### src/hw/bec_pkg.sv
package bec_pkg;

  // boot mode strap encodings
  localparam logic [1:0] BEC_BOOT_HOST = 2'h0;
  localparam logic [1:0] BEC_BOOT_EMU  = 2'h1;
  localparam logic [1:0] BEC_BOOT_ROM  = 2'h2;

  // rom width strap encodings
  localparam logic [1:0] BEC_WIDTH_8  = 2'h0;
  localparam logic [1:0] BEC_WIDTH_16 = 2'h1;
  localparam logic [1:0] BEC_WIDTH_32 = 2'h2;

  // boot image geometry
  localparam int          BEC_IMAGE_BYTES = 1024;
  localparam int          BEC_IMAGE_WORDS = BEC_IMAGE_BYTES / 4;
  localparam logic [27:0] BEC_ROM_BASE    = 28'h0000000;
  localparam logic [27:0] BEC_DEST_BASE   = 28'h0000000;
  localparam logic [31:0] BEC_BOOT_PC     = 32'h00000000;

  // strap defaults
  localparam logic BEC_LITTLE_DEFAULT = 1'h1;
  localparam logic BEC_LANE_DEFAULT   = 1'h1;

  typedef struct packed {
    logic [1:0] boot_mode;
    logic       little_endian_select;
    logic       lane_correction_strap;
    logic [1:0] rom_width;
  } bec_cfg_t;

  typedef struct packed {
    logic        valid;
    logic [27:0] addr;
    logic [31:0] data;
  } bec_wr_t;

endpackage

### src/hw/bec_lane_map.sv
`timescale 1ns/1ps
module bec_lane_map
  import bec_pkg::*;
(
  input  wire logic        little_endian_select,
  input  wire logic        lane_correction_strap,
  input  wire logic [1:0]  width,
  input  wire logic [15:0] narrow_in,
  output logic      [31:0] lanes_out
);

  always_comb begin
    lanes_out = 32'h00000000;
    if (width == BEC_WIDTH_32) begin
      lanes_out = {16'h0000, narrow_in};
    end else if (little_endian_select || !lane_correction_strap) begin
      lanes_out = (width == BEC_WIDTH_8) ? {24'h000000, narrow_in[7:0]}
                                         : {16'h0000, narrow_in};
    end else begin
      lanes_out = (width == BEC_WIDTH_8) ? {narrow_in[7:0], 24'h000000}
                                         : {narrow_in, 16'h0000};
    end
  end

endmodule // bec_lane_map

### src/hw/bec_boot_seq.sv
`timescale 1ns/1ps
// How it works
// - endian strap picks order, little default
// - big endian default: narrow data top lanes
// - correction low: narrow data low lanes
// - le or correction low: placement unchanged
// - reset holds all; release starts boot
// - three modes: host, emulation, rom
// - host boot stalls cpu, rest released
// - host flag releases stall at zero
// - flag during stall not an interrupt
// - host may read and write memory
// - flag held until cpu clears it
// - rom boot copies 1 KB to zero
// - narrow rom packed into 32-bit words
// - single block copy then release cpu
module bec_boot_seq
  import bec_pkg::*;
(
  input  wire logic        clock,
  input  wire logic        rst,
  input  wire logic        reset_n_pin,
  input  wire logic [1:0]  boot_mode_strap,
  input  wire logic        endian_select_strap,
  input  wire logic        lane_correction_strap,
  input  wire logic [1:0]  rom_width_strap,
  input  wire logic        host_flag_set,
  input  wire logic        cpu_flag_clear,
  input  wire logic        rom_rd_ack,
  input  wire logic [31:0] rom_rd_data,
  input  wire logic        mem_wr_ready,
  input  wire logic [15:0] narrow_tx_data,
  input  wire logic [1:0]  narrow_tx_width,
  output logic             internal_reset,
  output logic             cpu_stall,
  output logic [31:0]      cpu_start_pc,
  output logic             cpu_interrupt,
  output logic             host_to_cpu_flag,
  output logic             host_mem_access_en,
  output logic             little_endian_select,
  output logic             narrow_data_lane_correction,
  output logic             rom_rd_req,
  output logic [27:0]      rom_rd_addr,
  output bec_wr_t          mem_wr,
  output logic [31:0]      ext_data_lines,
  output logic             boot_done
);

  typedef enum logic [2:0] {
    BEC_S_RESET = 3'b000,
    BEC_S_HOST  = 3'b001,
    BEC_S_READ  = 3'b010,
    BEC_S_WAIT  = 3'b011,
    BEC_S_WRITE = 3'b100,
    BEC_S_RUN   = 3'b101
  } bec_state_t;

  function automatic logic [2:0] bec_step(input logic [1:0] w);
    case (w)
      BEC_WIDTH_8:  bec_step = 3'h1;
      BEC_WIDTH_16: bec_step = 3'h2;
      default:      bec_step = 3'h4;
    endcase
  endfunction

  bec_state_t  state_r, state_nxt;
  bec_cfg_t    cfg_r, cfg_nxt;
  logic        ireset_r, ireset_nxt;
  logic        stall_r, stall_nxt;
  logic        flag_r, flag_nxt;
  logic        irq_r, irq_nxt;
  logic [27:0] raddr_r, raddr_nxt;
  logic [2:0]  bcnt_r, bcnt_nxt;
  logic [31:0] word_r, word_nxt;
  logic [8:0]  wcnt_r, wcnt_nxt;
  logic        rreq_r, rreq_nxt;
  bec_wr_t     wr_r, wr_nxt;
  logic        done_r, done_nxt;
  logic [31:0] lanes_c, lanes_r;
  logic [31:0] packed_c;
  logic [2:0]  step_c;

  bec_lane_map u_lane (
    .little_endian_select  (cfg_r.little_endian_select),
    .lane_correction_strap (cfg_r.lane_correction_strap),
    .width                 (narrow_tx_width),
    .narrow_in             (narrow_tx_data),
    .lanes_out             (lanes_c)
  );

  always_comb begin
    step_c   = bec_step(cfg_r.rom_width);
    packed_c = word_r;
    case (cfg_r.rom_width)
      BEC_WIDTH_8:  packed_c = cfg_r.little_endian_select
                    ? {rom_rd_data[7:0], word_r[31:8]} : {word_r[23:0], rom_rd_data[7:0]};
      BEC_WIDTH_16: packed_c = cfg_r.little_endian_select
                    ? {rom_rd_data[15:0], word_r[31:16]} : {word_r[15:0], rom_rd_data[15:0]};
      default:      packed_c = rom_rd_data;
    endcase
  end

  always_comb begin
    state_nxt  = state_r;
    cfg_nxt    = cfg_r;
    ireset_nxt = ireset_r;
    stall_nxt  = stall_r;
    flag_nxt   = flag_r;
    irq_nxt    = 1'b0;
    raddr_nxt  = raddr_r;
    bcnt_nxt   = bcnt_r;
    word_nxt   = word_r;
    wcnt_nxt   = wcnt_r;
    rreq_nxt   = rreq_r;
    wr_nxt     = wr_r;
    done_nxt   = done_r;
    if (cpu_flag_clear)
      flag_nxt = 1'b0;
    if (host_flag_set) begin
      flag_nxt = 1'b1;
      if (!stall_r && !flag_r)
        irq_nxt = 1'b1;
    end
    case (state_r)
      BEC_S_RESET: begin
        cfg_nxt.boot_mode             = boot_mode_strap;
        cfg_nxt.little_endian_select  = endian_select_strap;
        cfg_nxt.lane_correction_strap = lane_correction_strap;
        cfg_nxt.rom_width             = rom_width_strap;
        ireset_nxt = 1'b1;
        stall_nxt  = 1'b1;
        if (reset_n_pin) begin
          ireset_nxt = 1'b0;
          raddr_nxt  = BEC_ROM_BASE;
          wcnt_nxt   = 9'h000;
          bcnt_nxt   = 3'h0;
          state_nxt  = (boot_mode_strap == BEC_BOOT_ROM) ? BEC_S_READ : BEC_S_HOST;
        end
      end
      BEC_S_HOST: begin
        // flag ends host or emulation boot
        if (host_flag_set || flag_r) begin
          stall_nxt = 1'b0;
          done_nxt  = 1'b1;
          state_nxt = BEC_S_RUN;
        end
      end
      BEC_S_READ: begin
        rreq_nxt  = 1'b1;
        state_nxt = BEC_S_WAIT;
      end
      BEC_S_WAIT: begin
        if (rom_rd_ack) begin
          rreq_nxt  = 1'b0;
          word_nxt  = packed_c;
          raddr_nxt = raddr_r + 28'(step_c);
          bcnt_nxt  = bcnt_r + step_c;
          if (3'(bcnt_r + step_c) >= 3'h4 || step_c == 3'h4) begin
            bcnt_nxt = 3'h0;
            wr_nxt.valid = 1'b1;
            wr_nxt.addr  = BEC_DEST_BASE + {17'h00000, wcnt_r, 2'h0};
            wr_nxt.data  = packed_c;
            state_nxt    = BEC_S_WRITE;
          end else begin
            state_nxt = BEC_S_READ;
          end
        end
      end
      BEC_S_WRITE: begin
        if (mem_wr_ready) begin
          wr_nxt.valid = 1'b0;
          wcnt_nxt     = wcnt_r + 9'h001;
          if (wcnt_r == 9'(BEC_IMAGE_WORDS - 1)) begin
            stall_nxt = 1'b0;
            done_nxt  = 1'b1;
            state_nxt = BEC_S_RUN;
          end else begin
            state_nxt = BEC_S_READ;
          end
        end
      end
      BEC_S_RUN: begin
        state_nxt = BEC_S_RUN;
      end
      default: state_nxt = BEC_S_RESET;
    endcase
    if (!reset_n_pin)
      state_nxt = BEC_S_RESET;
  end

  always_ff @(posedge clock) begin
    if (rst || !reset_n_pin) begin
      state_r  <= BEC_S_RESET;
      ireset_r <= 1'b1;
      stall_r  <= 1'b1;
      flag_r   <= 1'b0;
      irq_r    <= 1'b0;
      raddr_r  <= 28'h0000000;
      bcnt_r   <= 3'h0;
      word_r   <= 32'h00000000;
      wcnt_r   <= 9'h000;
      rreq_r   <= 1'b0;
      wr_r     <= '0;
      done_r   <= 1'b0;
      lanes_r  <= 32'h00000000;
      cfg_r    <= '{boot_mode: BEC_BOOT_HOST, little_endian_select: BEC_LITTLE_DEFAULT,
                    lane_correction_strap: BEC_LANE_DEFAULT, rom_width: BEC_WIDTH_32};
      if (!rst)
        cfg_r <= cfg_nxt;
    end else begin
      state_r  <= state_nxt;
      cfg_r    <= cfg_nxt;
      ireset_r <= ireset_nxt;
      stall_r  <= stall_nxt;
      flag_r   <= flag_nxt;
      irq_r    <= irq_nxt;
      raddr_r  <= raddr_nxt;
      bcnt_r   <= bcnt_nxt;
      word_r   <= word_nxt;
      wcnt_r   <= wcnt_nxt;
      rreq_r   <= rreq_nxt;
      wr_r     <= wr_nxt;
      done_r   <= done_nxt;
      lanes_r  <= lanes_c;
    end
  end

  assign internal_reset              = ireset_r;
  assign cpu_stall                   = stall_r;
  assign cpu_start_pc                = BEC_BOOT_PC;
  assign cpu_interrupt               = irq_r;
  assign host_to_cpu_flag            = flag_r;
  // host memory access always enabled, every mode
  assign host_mem_access_en          = 1'b1;
  assign little_endian_select        = cfg_r.little_endian_select;
  assign narrow_data_lane_correction = ~cfg_r.lane_correction_strap;
  assign rom_rd_req                  = rreq_r;
  assign rom_rd_addr                 = raddr_r;
  assign mem_wr                      = wr_r;
  assign ext_data_lines              = lanes_r;
  assign boot_done                   = done_r;

  property p_no_irq_stalled;
    @(posedge clock) disable iff (rst)
    $rose(cpu_interrupt) |-> !$past(stall_r);
  endproperty
  a_no_irq_stalled: assert property (p_no_irq_stalled) else $error("irq during stall");

  property p_flag_hold;
    @(posedge clock) disable iff (rst || !reset_n_pin)
    (flag_r && !cpu_flag_clear) |=> flag_r;
  endproperty
  a_flag_hold: assert property (p_flag_hold) else $error("flag dropped");

  property p_host_release;
    @(posedge clock) disable iff (rst || !reset_n_pin)
    (state_r == BEC_S_HOST && host_flag_set) |=> (!cpu_stall && boot_done);
  endproperty
  a_host_release: assert property (p_host_release) else $error("host boot not released");

  property p_ireset;
    @(posedge clock) disable iff (rst)
    !reset_n_pin |=> (internal_reset && cpu_stall);
  endproperty
  a_ireset: assert property (p_ireset) else $error("reset not held");

  property p_cfg_stable;
    @(posedge clock) disable iff (rst || !reset_n_pin)
    !internal_reset |=> $stable(cfg_r);
  endproperty
  a_cfg_stable: assert property (p_cfg_stable) else $error("strap changed");

  // rom boot stalls until last write
  property p_rom_stall;
    @(posedge clock) disable iff (rst || !reset_n_pin)
    (state_r == BEC_S_READ || state_r == BEC_S_WAIT) |-> cpu_stall;
  endproperty
  a_rom_stall: assert property (p_rom_stall) else $error("cpu released mid copy");

  property p_copy_range;
    @(posedge clock) disable iff (rst || !reset_n_pin)
    mem_wr.valid |-> (mem_wr.addr < 28'h0000400);
  endproperty
  a_copy_range: assert property (p_copy_range) else $error("copy out of range");

  // big endian uncorrected byte high lanes
  property p_be_lanes;
    @(posedge clock) disable iff (rst)
    (!cfg_r.little_endian_select && cfg_r.lane_correction_strap
     && narrow_tx_width == BEC_WIDTH_8) |=> (ext_data_lines[23:0] == 24'h000000);
  endproperty
  a_be_lanes: assert property (p_be_lanes) else $error("big endian lanes wrong");

  property p_corr_lanes;
    @(posedge clock) disable iff (rst)
    (!cfg_r.lane_correction_strap && narrow_tx_width == BEC_WIDTH_8)
    |=> (ext_data_lines[31:8] == 24'h000000);
  endproperty
  a_corr_lanes: assert property (p_corr_lanes) else $error("corrected lanes wrong");

endmodule // bec_boot_seq

### config.mk
export PLATFORM = sky130hd
export DESIGN_NAME = bec_boot_seq
export DESIGN_NICKNAME = d
export VERILOG_FILES = /design/src/hw/bec_pkg.sv /design/src/hw/bec_lane_map.sv /design/src/hw/bec_boot_seq.sv
export SDC_FILE = /design/constraint.sdc
export NUM_CORES = 1
export LEC_CHECK = 0
export ABC_AREA = 1
export BUFFER_PORTS_ARGS = -buffer_cell sky130_fd_sc_hd__clkbuf_2
export CORE_MARGIN = 4
export CORE_UTILIZATION = 55
export DETAILED_ROUTE_END_ITERATION = 12
export GPL_TIMING_DRIVEN = 0
export PLACE_DENSITY = 0.84
export SLEW_MARGIN = 20
export SYNTH_ARGS = -nofsm -noshare
export SYNTH_HDL_FRONTEND = slang
export SYNTH_SLANG_ARGS = --single-unit
### constraint.sdc
create_clock -name clock -period 3.1 [get_ports clock]
set_input_delay 0.465 -clock clock [delete_from_list [all_inputs] [get_ports clock]]
set_output_delay 0.465 -clock clock [all_outputs]
set_load 0.005 [all_outputs]
==> summary.txt, run 1 <==
outcome: finished clean
PD cells: 475 mW/mm²
cell area after synthesis: 0.00784 mm²
r2r endpoint: rom_rd_addr[24]$_SDFFE_PN0P_
clock-pin slew on the worst setup and hold paths: 60 ps
Hold Buf Count CTS: 0
Hold Crit Start: rom_width_strap[1]
Crit Path Class: register to register
Tightest Hold Check Type: input port to register
gpl congestion: 0.972
CP Max Fanout: 11
clk_skew: 8.52 ps
Post-Synthesis Cells: 1130
Post-DRT Antenna Nets: 0
endpoint class of the critical path: register
leakage: 4.47 nW
fin nets: 1441
R2R Setup Slk: 480 ps
DR vias/cell: 5.17
starting density of the core: 56.3%
yosys warns: 0
r2r startpoint: cfg_r[1]$_DFF_P_
n_diodes: 0
number of global-route vias before repair: 7447
TritonCTS Buffers: 17
VDD IR-drop max: 0.375 mV
# DRC: 0
Hold Vio Cnt, Final: 0
critical path launch point type: register
Syn Area/Cell: 6.94 µm²
Vias: 8080
Rel. slew slack: 50.4%
final wirelength: 23600 µm
clock root buffer: clkbuf_16
min Tclk post-route: 2620 ps
Fill cells: 1243
Die Wd: 127 µm
Core ar.: 0.0139 mm²
Worst-Margin Slew: 741 ps
WHS Endpoint: cfg_r[1]$_DFF_P_
Slew Viols, Final: 0
synthesis-stage register bit count: 159
drt wl/cell: 15.1 µm
clk_lat worst skew: 430 ps
PortBufs: 172
DRT Pass-1 Iters: 5
CP Data Required Time: 3420 ps
Die H: 127 µm
Hold Path Depth: 3
htree depth: 4
initial antenna violation count: 0
area grow syn2layout: 23.2%
io pins: 225
most common cell after layout, fill and taps aside: nand2_1
CTS tree: built
setup bufs post-CTS: 0
Die ar.: 0.0162 mm²
PnR Total Power: 4.59 mW
GRT Total Usage: 28.2%
clock sink total: 159
largest net degree at the start of global routing: 17
max cap viols: 0
Netlist cell types: 43
fraction of layout instances using a drive strength above 1: 23.0%
Core Rows: 43
RSZ-0062 raised after global routing: no
post-synthesis sequential area ratio: 40.6%
Setup Viol. Count Final: 0
fmax: 381 MHz
GR Overflow Total: 0
drt initial violations: 749
crit share post-route: 84.6%
R2R cell count: 14
crit path DAT: 2940 ps
Post-DP HPWL: 17800 µm
most frequent cells in the layout: nand2_1 (235), nor2_1 (212), clkbuf_2 (173)
clock buffer depth: 2
cts repair resizes: 0
global-route wire length before repair: 36900 µm
Setup TNS: 0 ps
==> sequential cells by signal, summed over array words and instances (netlist names) <==
name / cells
mem_wr: 42
ext_data_lines: 32
word_r: 32
rom_rd_addr: 28
wcnt_r: 9
bcnt_r: 3
cfg_r: 3
state_r: 3
boot_done: 1
cpu_interrupt: 1
cpu_stall: 1
host_to_cpu_flag: 1
internal_reset: 1
little_endian_select: 1
rom_rd_req: 1
==> cells in the mapped netlist, drive strengths merged <==
| cell type | n | area, µm² |
|---|---|---|
| buf | 78 | 572 |
| a21boi | 7 | 52.6 |
| nand3b | 2 | 15.0 |
| nand2 | 240 | 913 |
| clkbuf | 22 | 83.8 |
| ha | 7 | 87.6 |
| o22ai | 7 | 43.8 |
| o21bai | 1 | 7.51 |
| inv | 97 | 364 |
| a211oi | 18 | 180 |
| conb | 2 | 7.51 |
| nand3 | 31 | 170 |
| o21a | 3 | 22.5 |
| nor3 | 36 | 190 |
| dfxtp | 159 | 3180 |
| o211ai | 3 | 22.5 |
| a21oi | 74 | 370 |
| and2 | 1 | 6.26 |
| clkinv | 1 | 5.00 |
| or2 | 1 | 6.26 |
| nor2 | 218 | 848 |
| o211a | 2 | 20.0 |
| nor4 | 3 | 18.8 |
| xor2 | 2 | 17.5 |
| o21ai | 99 | 499 |
| xnor2 | 1 | 8.76 |
| nor3b | 1 | 7.51 |
| o31ai | 2 | 28.8 |
| nand4 | 12 | 90.1 |
==> layer usage <==
layer	wire length, µm	share of wire (%)	GRT usage [%]
met5	0	0	0
met4	564	2.4	10.3
met3	2360	10	6.40
met2	10800	46	45.2
met1	9800	42	37.2
==> where the power goes <==
group / internal, mW / leakage [nW] / switching, mW
registers: 2.07 / 1.29 / 0.0196
logic: 0.195 / 2.92 / 0.362
clock network: 1.07 / 0.258 / 0.872
total: 3.34 / 4.47 / 1.25
==> cell type report <==
class / instances / area, µm² / area share [%]
inverters: 98 / 369 / 3.82
plain buffers: 100 / 656 / 6.79
repair buffers: 172 / 861 / 8.91
flip-flops and latches: 159 / 3180 / 32.9
multi-input cells: 823 / 3820 / 39.6
clock buffers: 20 / 457 / 4.73
clock inverters: 12 / 88.8 / 0.919
well taps: 180 / 225 / 2.33
==> critical path: stages (launching register included) <==
cell and delay, ps:
dfxtp_1 320, buf_4 180, nor2_2 280, buf_2 400
ha_1 250, ha_1 150, inv_1 40, nand2_1 90
nand2_1 60, nand2_1 110, nand3_1 160, nor2_1 250
nand3_1 120, nand2_1 70, nor2_1 40
==> how the worst max path moves through the flow <==
stage / start / to / depth (start not counted)
2_1_floorplan: cfg_r[1]$_DFF_P_ / rom_rd_addr[24]$_SDFFE_PN0P_ / 14
3_3_place_gp: cfg_r[1]$_DFF_P_ / rom_rd_addr[24]$_SDFFE_PN0P_ / 14
3_5_place_dp: cfg_r[1]$_DFF_P_ / rom_rd_addr[24]$_SDFFE_PN0P_ / 14
4_1_cts: cfg_r[1]$_DFF_P_ / rom_rd_addr[24]$_SDFFE_PN0P_ / 14
5_1_grt: cfg_r[1]$_DFF_P_ / rom_rd_addr[24]$_SDFFE_PN0P_ / 14
6_report: cfg_r[1]$_DFF_P_ / rom_rd_addr[24]$_SDFFE_PN0P_ / 14
==> per-stage QoR <==
stage	hold slack (ps)	area [µm²]	worst slack, ps	cells	utilization, %
floorplan	439	8030	1020	1180	-
global placement	444	9120	507	1532	65.4
detailed placement	460	9120	479	1532	65.4
CTS	252	9660	461	1564	69.3
global route	267	9660	242	1564	69.3
finish	263	9660	476	1564	69.3
==> cell families (layout without fill, tap and decap cells) <==
family / count (synthesis) / count (layout) / share of synthesized area [%]
buffers and inverters: 198 / 402 / 13.1
other: 2 / 52 / 0.0958
flip-flops: 159 / 159 / 40.6
AND/OR/NAND/NOR: 545 / 545 / 28.9
AO/OA/AOI/OAI: 216 / 216 / 15.9
XOR/XNOR: 3 / 3 / 0.335
adder cells (fa/ha/maj): 7 / 7 / 1.12
No activity file was read; power rests on OpenSTA's default activity.
==> run 2: changes to the inputs <==
Settings changed: CORE_UTILIZATION 55 to 52, PLACE_DENSITY 0.84 to 0.8.
Clock period 3.1 ns to 2.52 ns, I/O delays scaled along.
==> run 2 against run 1 <==
Die area up 5.4%; sequential share of layout area decreased by 0.25 points; register-to-register slack got worse by 260 ps; hold slack lost 98 ps; wire length is 0.21% lower; non-clock buffer count did not move; via count decreased by 0.78%; global-route usage is 1.1 points lower; combinational power is 25% higher; power increased by 27%; sequential cell count unchanged; clock power grew 33%.
==> summary.txt, run 2 (same netlist as run 1, synthesis figures left out) <==
grt peak-use layer: met2
WHS Endpoint: cfg_r[2]$_DFF_P_
fraction of layout instances using a drive strength above 1: 23.1%
Die ar.: 0.0171 mm²
DRT Pass-1 Iters: 5
area grow syn2layout: 24.1%
Die H: 131 µm
number of global-route vias before repair: 7184
global-route wire length before repair: 36100 µm
PortBufs: 172
R2R cell count: 14
drt wl/cell: 15.0 µm
max cap viols: 0
clock buffer depth: 2
most frequent cells in the layout: nand2_1 (235), nor2_1 (210), clkbuf_2 (174)
clock sink total: 159
n_diodes: 0
Setup Viol. Count Final: 0
# DRC: 0
initial antenna violation count: 1
number of flip-flops in the largest register: 42
final wirelength: 23500 µm
Post-DP HPWL: 17700 µm
Tightest Hold Check Type: input port to register
starting density of the core: 53.6%
PnR Total Power: 5.85 mW
VDD IR-drop max: 0.485 mV
min Tclk post-route: 2310 ps
fin nets: 1441
endpoint class of the critical path: register
Rel. slew slack: 56.5%
Hold Path Depth: 3
Vias: 8017
gpl congestion: 0.974
Post-DRT Antenna Nets: 0
Crit Path Class: register to register
CP Max Fanout: 11
Area after DPL: 0.00912 mm²
outcome: finished clean
fmax: 433 MHz
clock root buffer: clkbuf_16
GRT Total Usage: 27.0%
r2r startpoint: cfg_r[1]$_DFF_P_
critical path launch point type: register
GR Overflow Total: 0
crit share post-route: 91.5%
io pins: 225
Hold Crit Start: lane_correction_strap
leakage: 4.51 nW
CTS tree: built
crit path DAT: 2630 ps
GR met1 Demand/Resource: 35.6%
setup bufs post-CTS: 0
htree depth: 4
TritonCTS Buffers: 17
met2 Use GR: 42.5%
CP Data Required Time: 2840 ps
PD cells: 601 mW/mm²
drt initial violations: 646
r2r endpoint: rom_rd_addr[24]$_SDFFE_PN0P_
Final Cell Area: 0.00974 mm²
Core ar.: 0.0146 mm²
clock-pin slew on the worst setup and hold paths: 60 ps
GR Util met3: 7.76%
final hold slack: 165 ps
largest net degree at the start of global routing: 17
most common cell after layout, fill and taps aside: nand2_1
clk_skew: 11.3 ps
R2R Setup Slk: 210 ps
Slew Viols, Final: 0
clk_lat worst skew: 430 ps
Hold Vio Cnt, Final: 0
Core Rows: 44
Die Wd: 131 µm
Worst-Margin Slew: 650 ps
DR vias/cell: 5.12
## run 2: cell types whose count changed in the layout (fill, tap and decap cells not counted), moves of 2 or more
| cell | delta |
|---|---|
| nor2_1 | -2 |
| clkinvlp_4 | -3 |
| buf_6 | +2 |
| nand2_2 | -2 |
| clkbuf_8 | -2 |
| bufinv_16 | +3 |
| clkinv_4 | -3 |
| nor2_4 | +2 |
| nand2_4 | +2 |
| clkinv_2 | +2 |
| buf_2 | -2 |
## run 2: what timing repair did
item | 4_1_cts | 5_1_grt
hold endpoints to repair | 0 | 0
hold buffers | 0 | 0
setup endpoints to repair | 37 | 51
resized for setup | 3 | 11
## run 2: report_power, final
part	total, mW	internal, mW	leakage, nW	switching, mW
logic	0.697	0.244	2.94	0.452
clock network	2.58	1.54	0.285	1.04
registers	2.58	2.55	1.29	0.0247
total	5.85	4.33	4.51	1.51
## run 2: metrics by stage
step,setup TNS [ps],utilization [%],instances,setup slack (ps)
after floorplan,0,-,1180,439
after global placement,-107,62.3,1536,-64.1
final,0,66.5,1566,213
after global routing,-2.41,66.5,1566,-2.41
after detailed placement,-734,62.3,1536,-133
after CTS,0,66.3,1566,18.5
## run 2: final cells by class
| type | count | area (µm²) |
|---|---|---|
| Timing Repair Buffer | 172 | 861 |
| Fill cell | 1323 | 4910 |
| Clock inverter | 12 | 145 |
| Sequential cell | 159 | 3180 |
| Buffer | 100 | 669 |
| Tap cell | 184 | 230 |
| Multi-Input combinational cell | 823 | 3850 |
| Inverter | 98 | 370 |
| Clock buffer | 18 | 429 |
## run 2: worst max-delay path, cell delays in order (launching register included)
cell and delay (ps):
dfxtp_1 320, buf_4 190, nor2_4 200, buf_6 230, ha_1 190, ha_1 140
inv_1 40, nand2_1 90, nand2_1 70, nand2_1 130, nand3_1 220, nor2_4 200
nand3_1 80, nand2_1 70, nor2_1 40
## run 2: metal layers
metal	part of all wire [%]	up-vias
met5	0.055	-
met4	2.3	2
met3	9.1	47
met2	45	379
met1	44	3573
li1	-	4016
## run 2: worst max-delay path by stage
stage / to / start / slack (ps) / cells after the start
finish: rom_rd_addr[24]$_SDFFE_PN0P_ / cfg_r[1]$_DFF_P_ / 210 / 14
global route: rom_rd_addr[22]$_SDFFE_PN0P_ / cfg_r[1]$_DFF_P_ / -2 / 14
CTS: mem_wr[23]$_SDFFE_PN0P_ / cfg_r[1]$_DFF_P_ / 20 / 14
detailed placement: rom_rd_addr[24]$_SDFFE_PN0P_ / cfg_r[1]$_DFF_P_ / -130 / 14
global placement: rom_rd_addr[24]$_SDFFE_PN0P_ / cfg_r[1]$_DFF_P_ / -60 / 14
floorplan: rom_rd_addr[24]$_SDFFE_PN0P_ / cfg_r[1]$_DFF_P_ / 440 / 14
==> run 3: changes to the inputs <==
Settings changed: CORE_UTILIZATION 52 to 35, PLACE_DENSITY 0.8 to unset.
==> run 3 against run 2 <==
Combinational power hardly changed; design area is 1.3% higher; clock power is 3% higher; largest cell class unchanged; final cell count is 6.3% higher; register-to-register slack better by 20 ps; clock skew is 3.0 ps higher; highest routed layer unchanged; count of clock-buffer cells in the layout stayed put; die area is 45% higher; first-iteration DRC count is 22% lower.
==> summary.txt, run 3 (same netlist as run 1, synthesis figures left out) <==
most frequent cells in the layout: nand2_1 (235), nor2_1 (210), clkbuf_2 (174)
CP Max Fanout: 11
drt wl/cell: 15.0 µm
Hold Vio Cnt, Final: 0
fraction of layout instances using a drive strength above 1: 23.2%
setup bufs post-CTS: 0
Final Cell Area: 0.00986 mm²
clock buffer depth: 2
CP Data Required Time: 2840 ps
Post-DP HPWL: 19400 µm
Reg power frac: 43.5%
Die Wd: 158 µm
drt initial violations: 503
GRT Total Usage: 19.7%
Buffers & Inverters on Critical Path: 3
initial antenna violation count: 1
max cap viols: 0
endpoint class of the critical path: register
Area after DPL: 0.00924 mm²
area grow syn2layout: 25.7%
CP max stage cell: dfxtp_1
fin nets: 1440
CTS tree: built
fmax: 437 MHz
DR vias/cell: 4.67
Crit Path Class: register to register
# DRC: 0
Die H: 158 µm
Crit path largest cell delay: 320 ps
global-route wire length before repair: 38700 µm
leakage: 4.51 nW
Sw Ratio: 27.4%
htree depth: 4
Worst-Margin Slew: 693 ps
final wirelength: 24900 µm
Core Rows: 54
min Tclk post-route: 2290 ps
Slew Viols, Final: 0
Die ar.: 0.0249 mm²
Rel. slew slack: 53.6%
clock root buffer: clkbuf_16
PortBufs: 172
Logic pwr share: 11.8%
critical path launch point type: register
Setup Viol. Count Final: 0
largest net degree at the start of global routing: 17
VDD IR-drop max: 0.470 mV
TritonCTS Buffers: 17
critical-path cell list: buf_4, nor2_4, buf_6, ha_1, ha_1, inv_1, nand2_1, nand2_1, nand2_1, nand3_1, nor2_2, nand3_1, nand2_1, nor2_1
PD cells: 600 mW/mm²
Setup TNS: 0 ps
gpl congestion: 0.919
DRT Pass-1 Iters: 5
starting density of the core: 35.7%
sw power: 1.62 mW
crit share post-route: 90.8%
CP most frequent cell: nand2_1
number of global-route vias before repair: 7117
crit path DAT: 2610 ps
Core ar.: 0.0220 mm²
slack of the critical path: 233 ps
clock-pin slew on the worst setup and hold paths: 70 ps
Tightest Hold Check Type: input port to register
Vias: 7769
outcome: finished clean
Crit path max-delay family: simple AND/OR/NAND/NOR gates
clock share of power: 44.8%
Post-DRT Antenna Nets: 0
io pins: 225
number of flip-flops in the largest register: 42
GR Overflow Total: 0
Setup WS pre-CTS: -214 ps
P_int: 4.30 mW
clock sink total: 159
RSZ-0062 raised after global routing: no
most common cell after layout, fill and taps aside: nand2_1
clk_lat worst skew: 430 ps
clk_skew: 14.4 ps
==> run 3: path summary, 6_finish.rpt <==
path                               start                           end  slack [ps]  cells past startpoint
max                     cfg_r[1]$_DFF_P_  rom_rd_addr[24]$_SDFFE_PN0P_         230                     14
max reg2reg             cfg_r[1]$_DFF_P_  rom_rd_addr[24]$_SDFFE_PN0P_         230                     14
min                  endian_select_strap  little_endian_select$_DFF_P_         170                      3
min reg2reg  internal_reset$_SDFFE_PN1P_   internal_reset$_SDFFE_PN1P_         460                      2
==> run 3: final cells by class <==
type | count | area, µm²
inverters | 98 | 369
flip-flops and latches | 159 | 3180
multi-input cells | 823 | 3840
repair buffers | 172 | 861
clock inverters | 14 | 154
well taps | 280 | 350
diodes | 1 | 2.50
fillers | 2272 | 12100
plain buffers | 99 | 658
clock buffers | 18 | 439
==> run 3: power by group through the flow <==
stage / sequential [mW] / combinational [mW] / clock, mW
floorplan: 2.63 / 0.443 / 0
global placement: 2.63 / 0.681 / 0
detailed placement: 2.63 / 0.686 / 0
CTS: 2.57 / 0.691 / 2.70
global route: 2.58 / 0.776 / 2.81
finish: 2.57 / 0.697 / 2.65
==> run 3: through the flow <==
step / utilization [%] / hold WS, ps / power (mW) / instances
floorplan: - / 439 / 3.07 / 1180
detailed placement: 42.1 / 444 / 3.32 / 1632
global placement: 42.1 / 436 / 3.31 / 1632
CTS: 44.8 / 163 / 5.96 / 1664
finish: 44.9 / 175 / 5.92 / 1664
global route: 44.9 / 182 / 6.16 / 1663
==> run 3: repair_timing <==
item	4_1_cts	5_1_grt
gates resized for setup	4	6
setup endpoints to repair	53	48
hold buffers	0	0
==> run 3: tightest hold or removal path, stage by stage <==
cell	delay (ps)
clkbuf_2	70
nand2_1	40
o211ai_1	60
==> run 3: per-layer routing <==
metal	routed length [µm]	up-vias	track usage (%)
met1	11900	3471	27.7
met3	1620	20	4.51
met2	11200	251	30.9
li1	-	4025	-
met5	18	-	0
met4	247	2	4.79
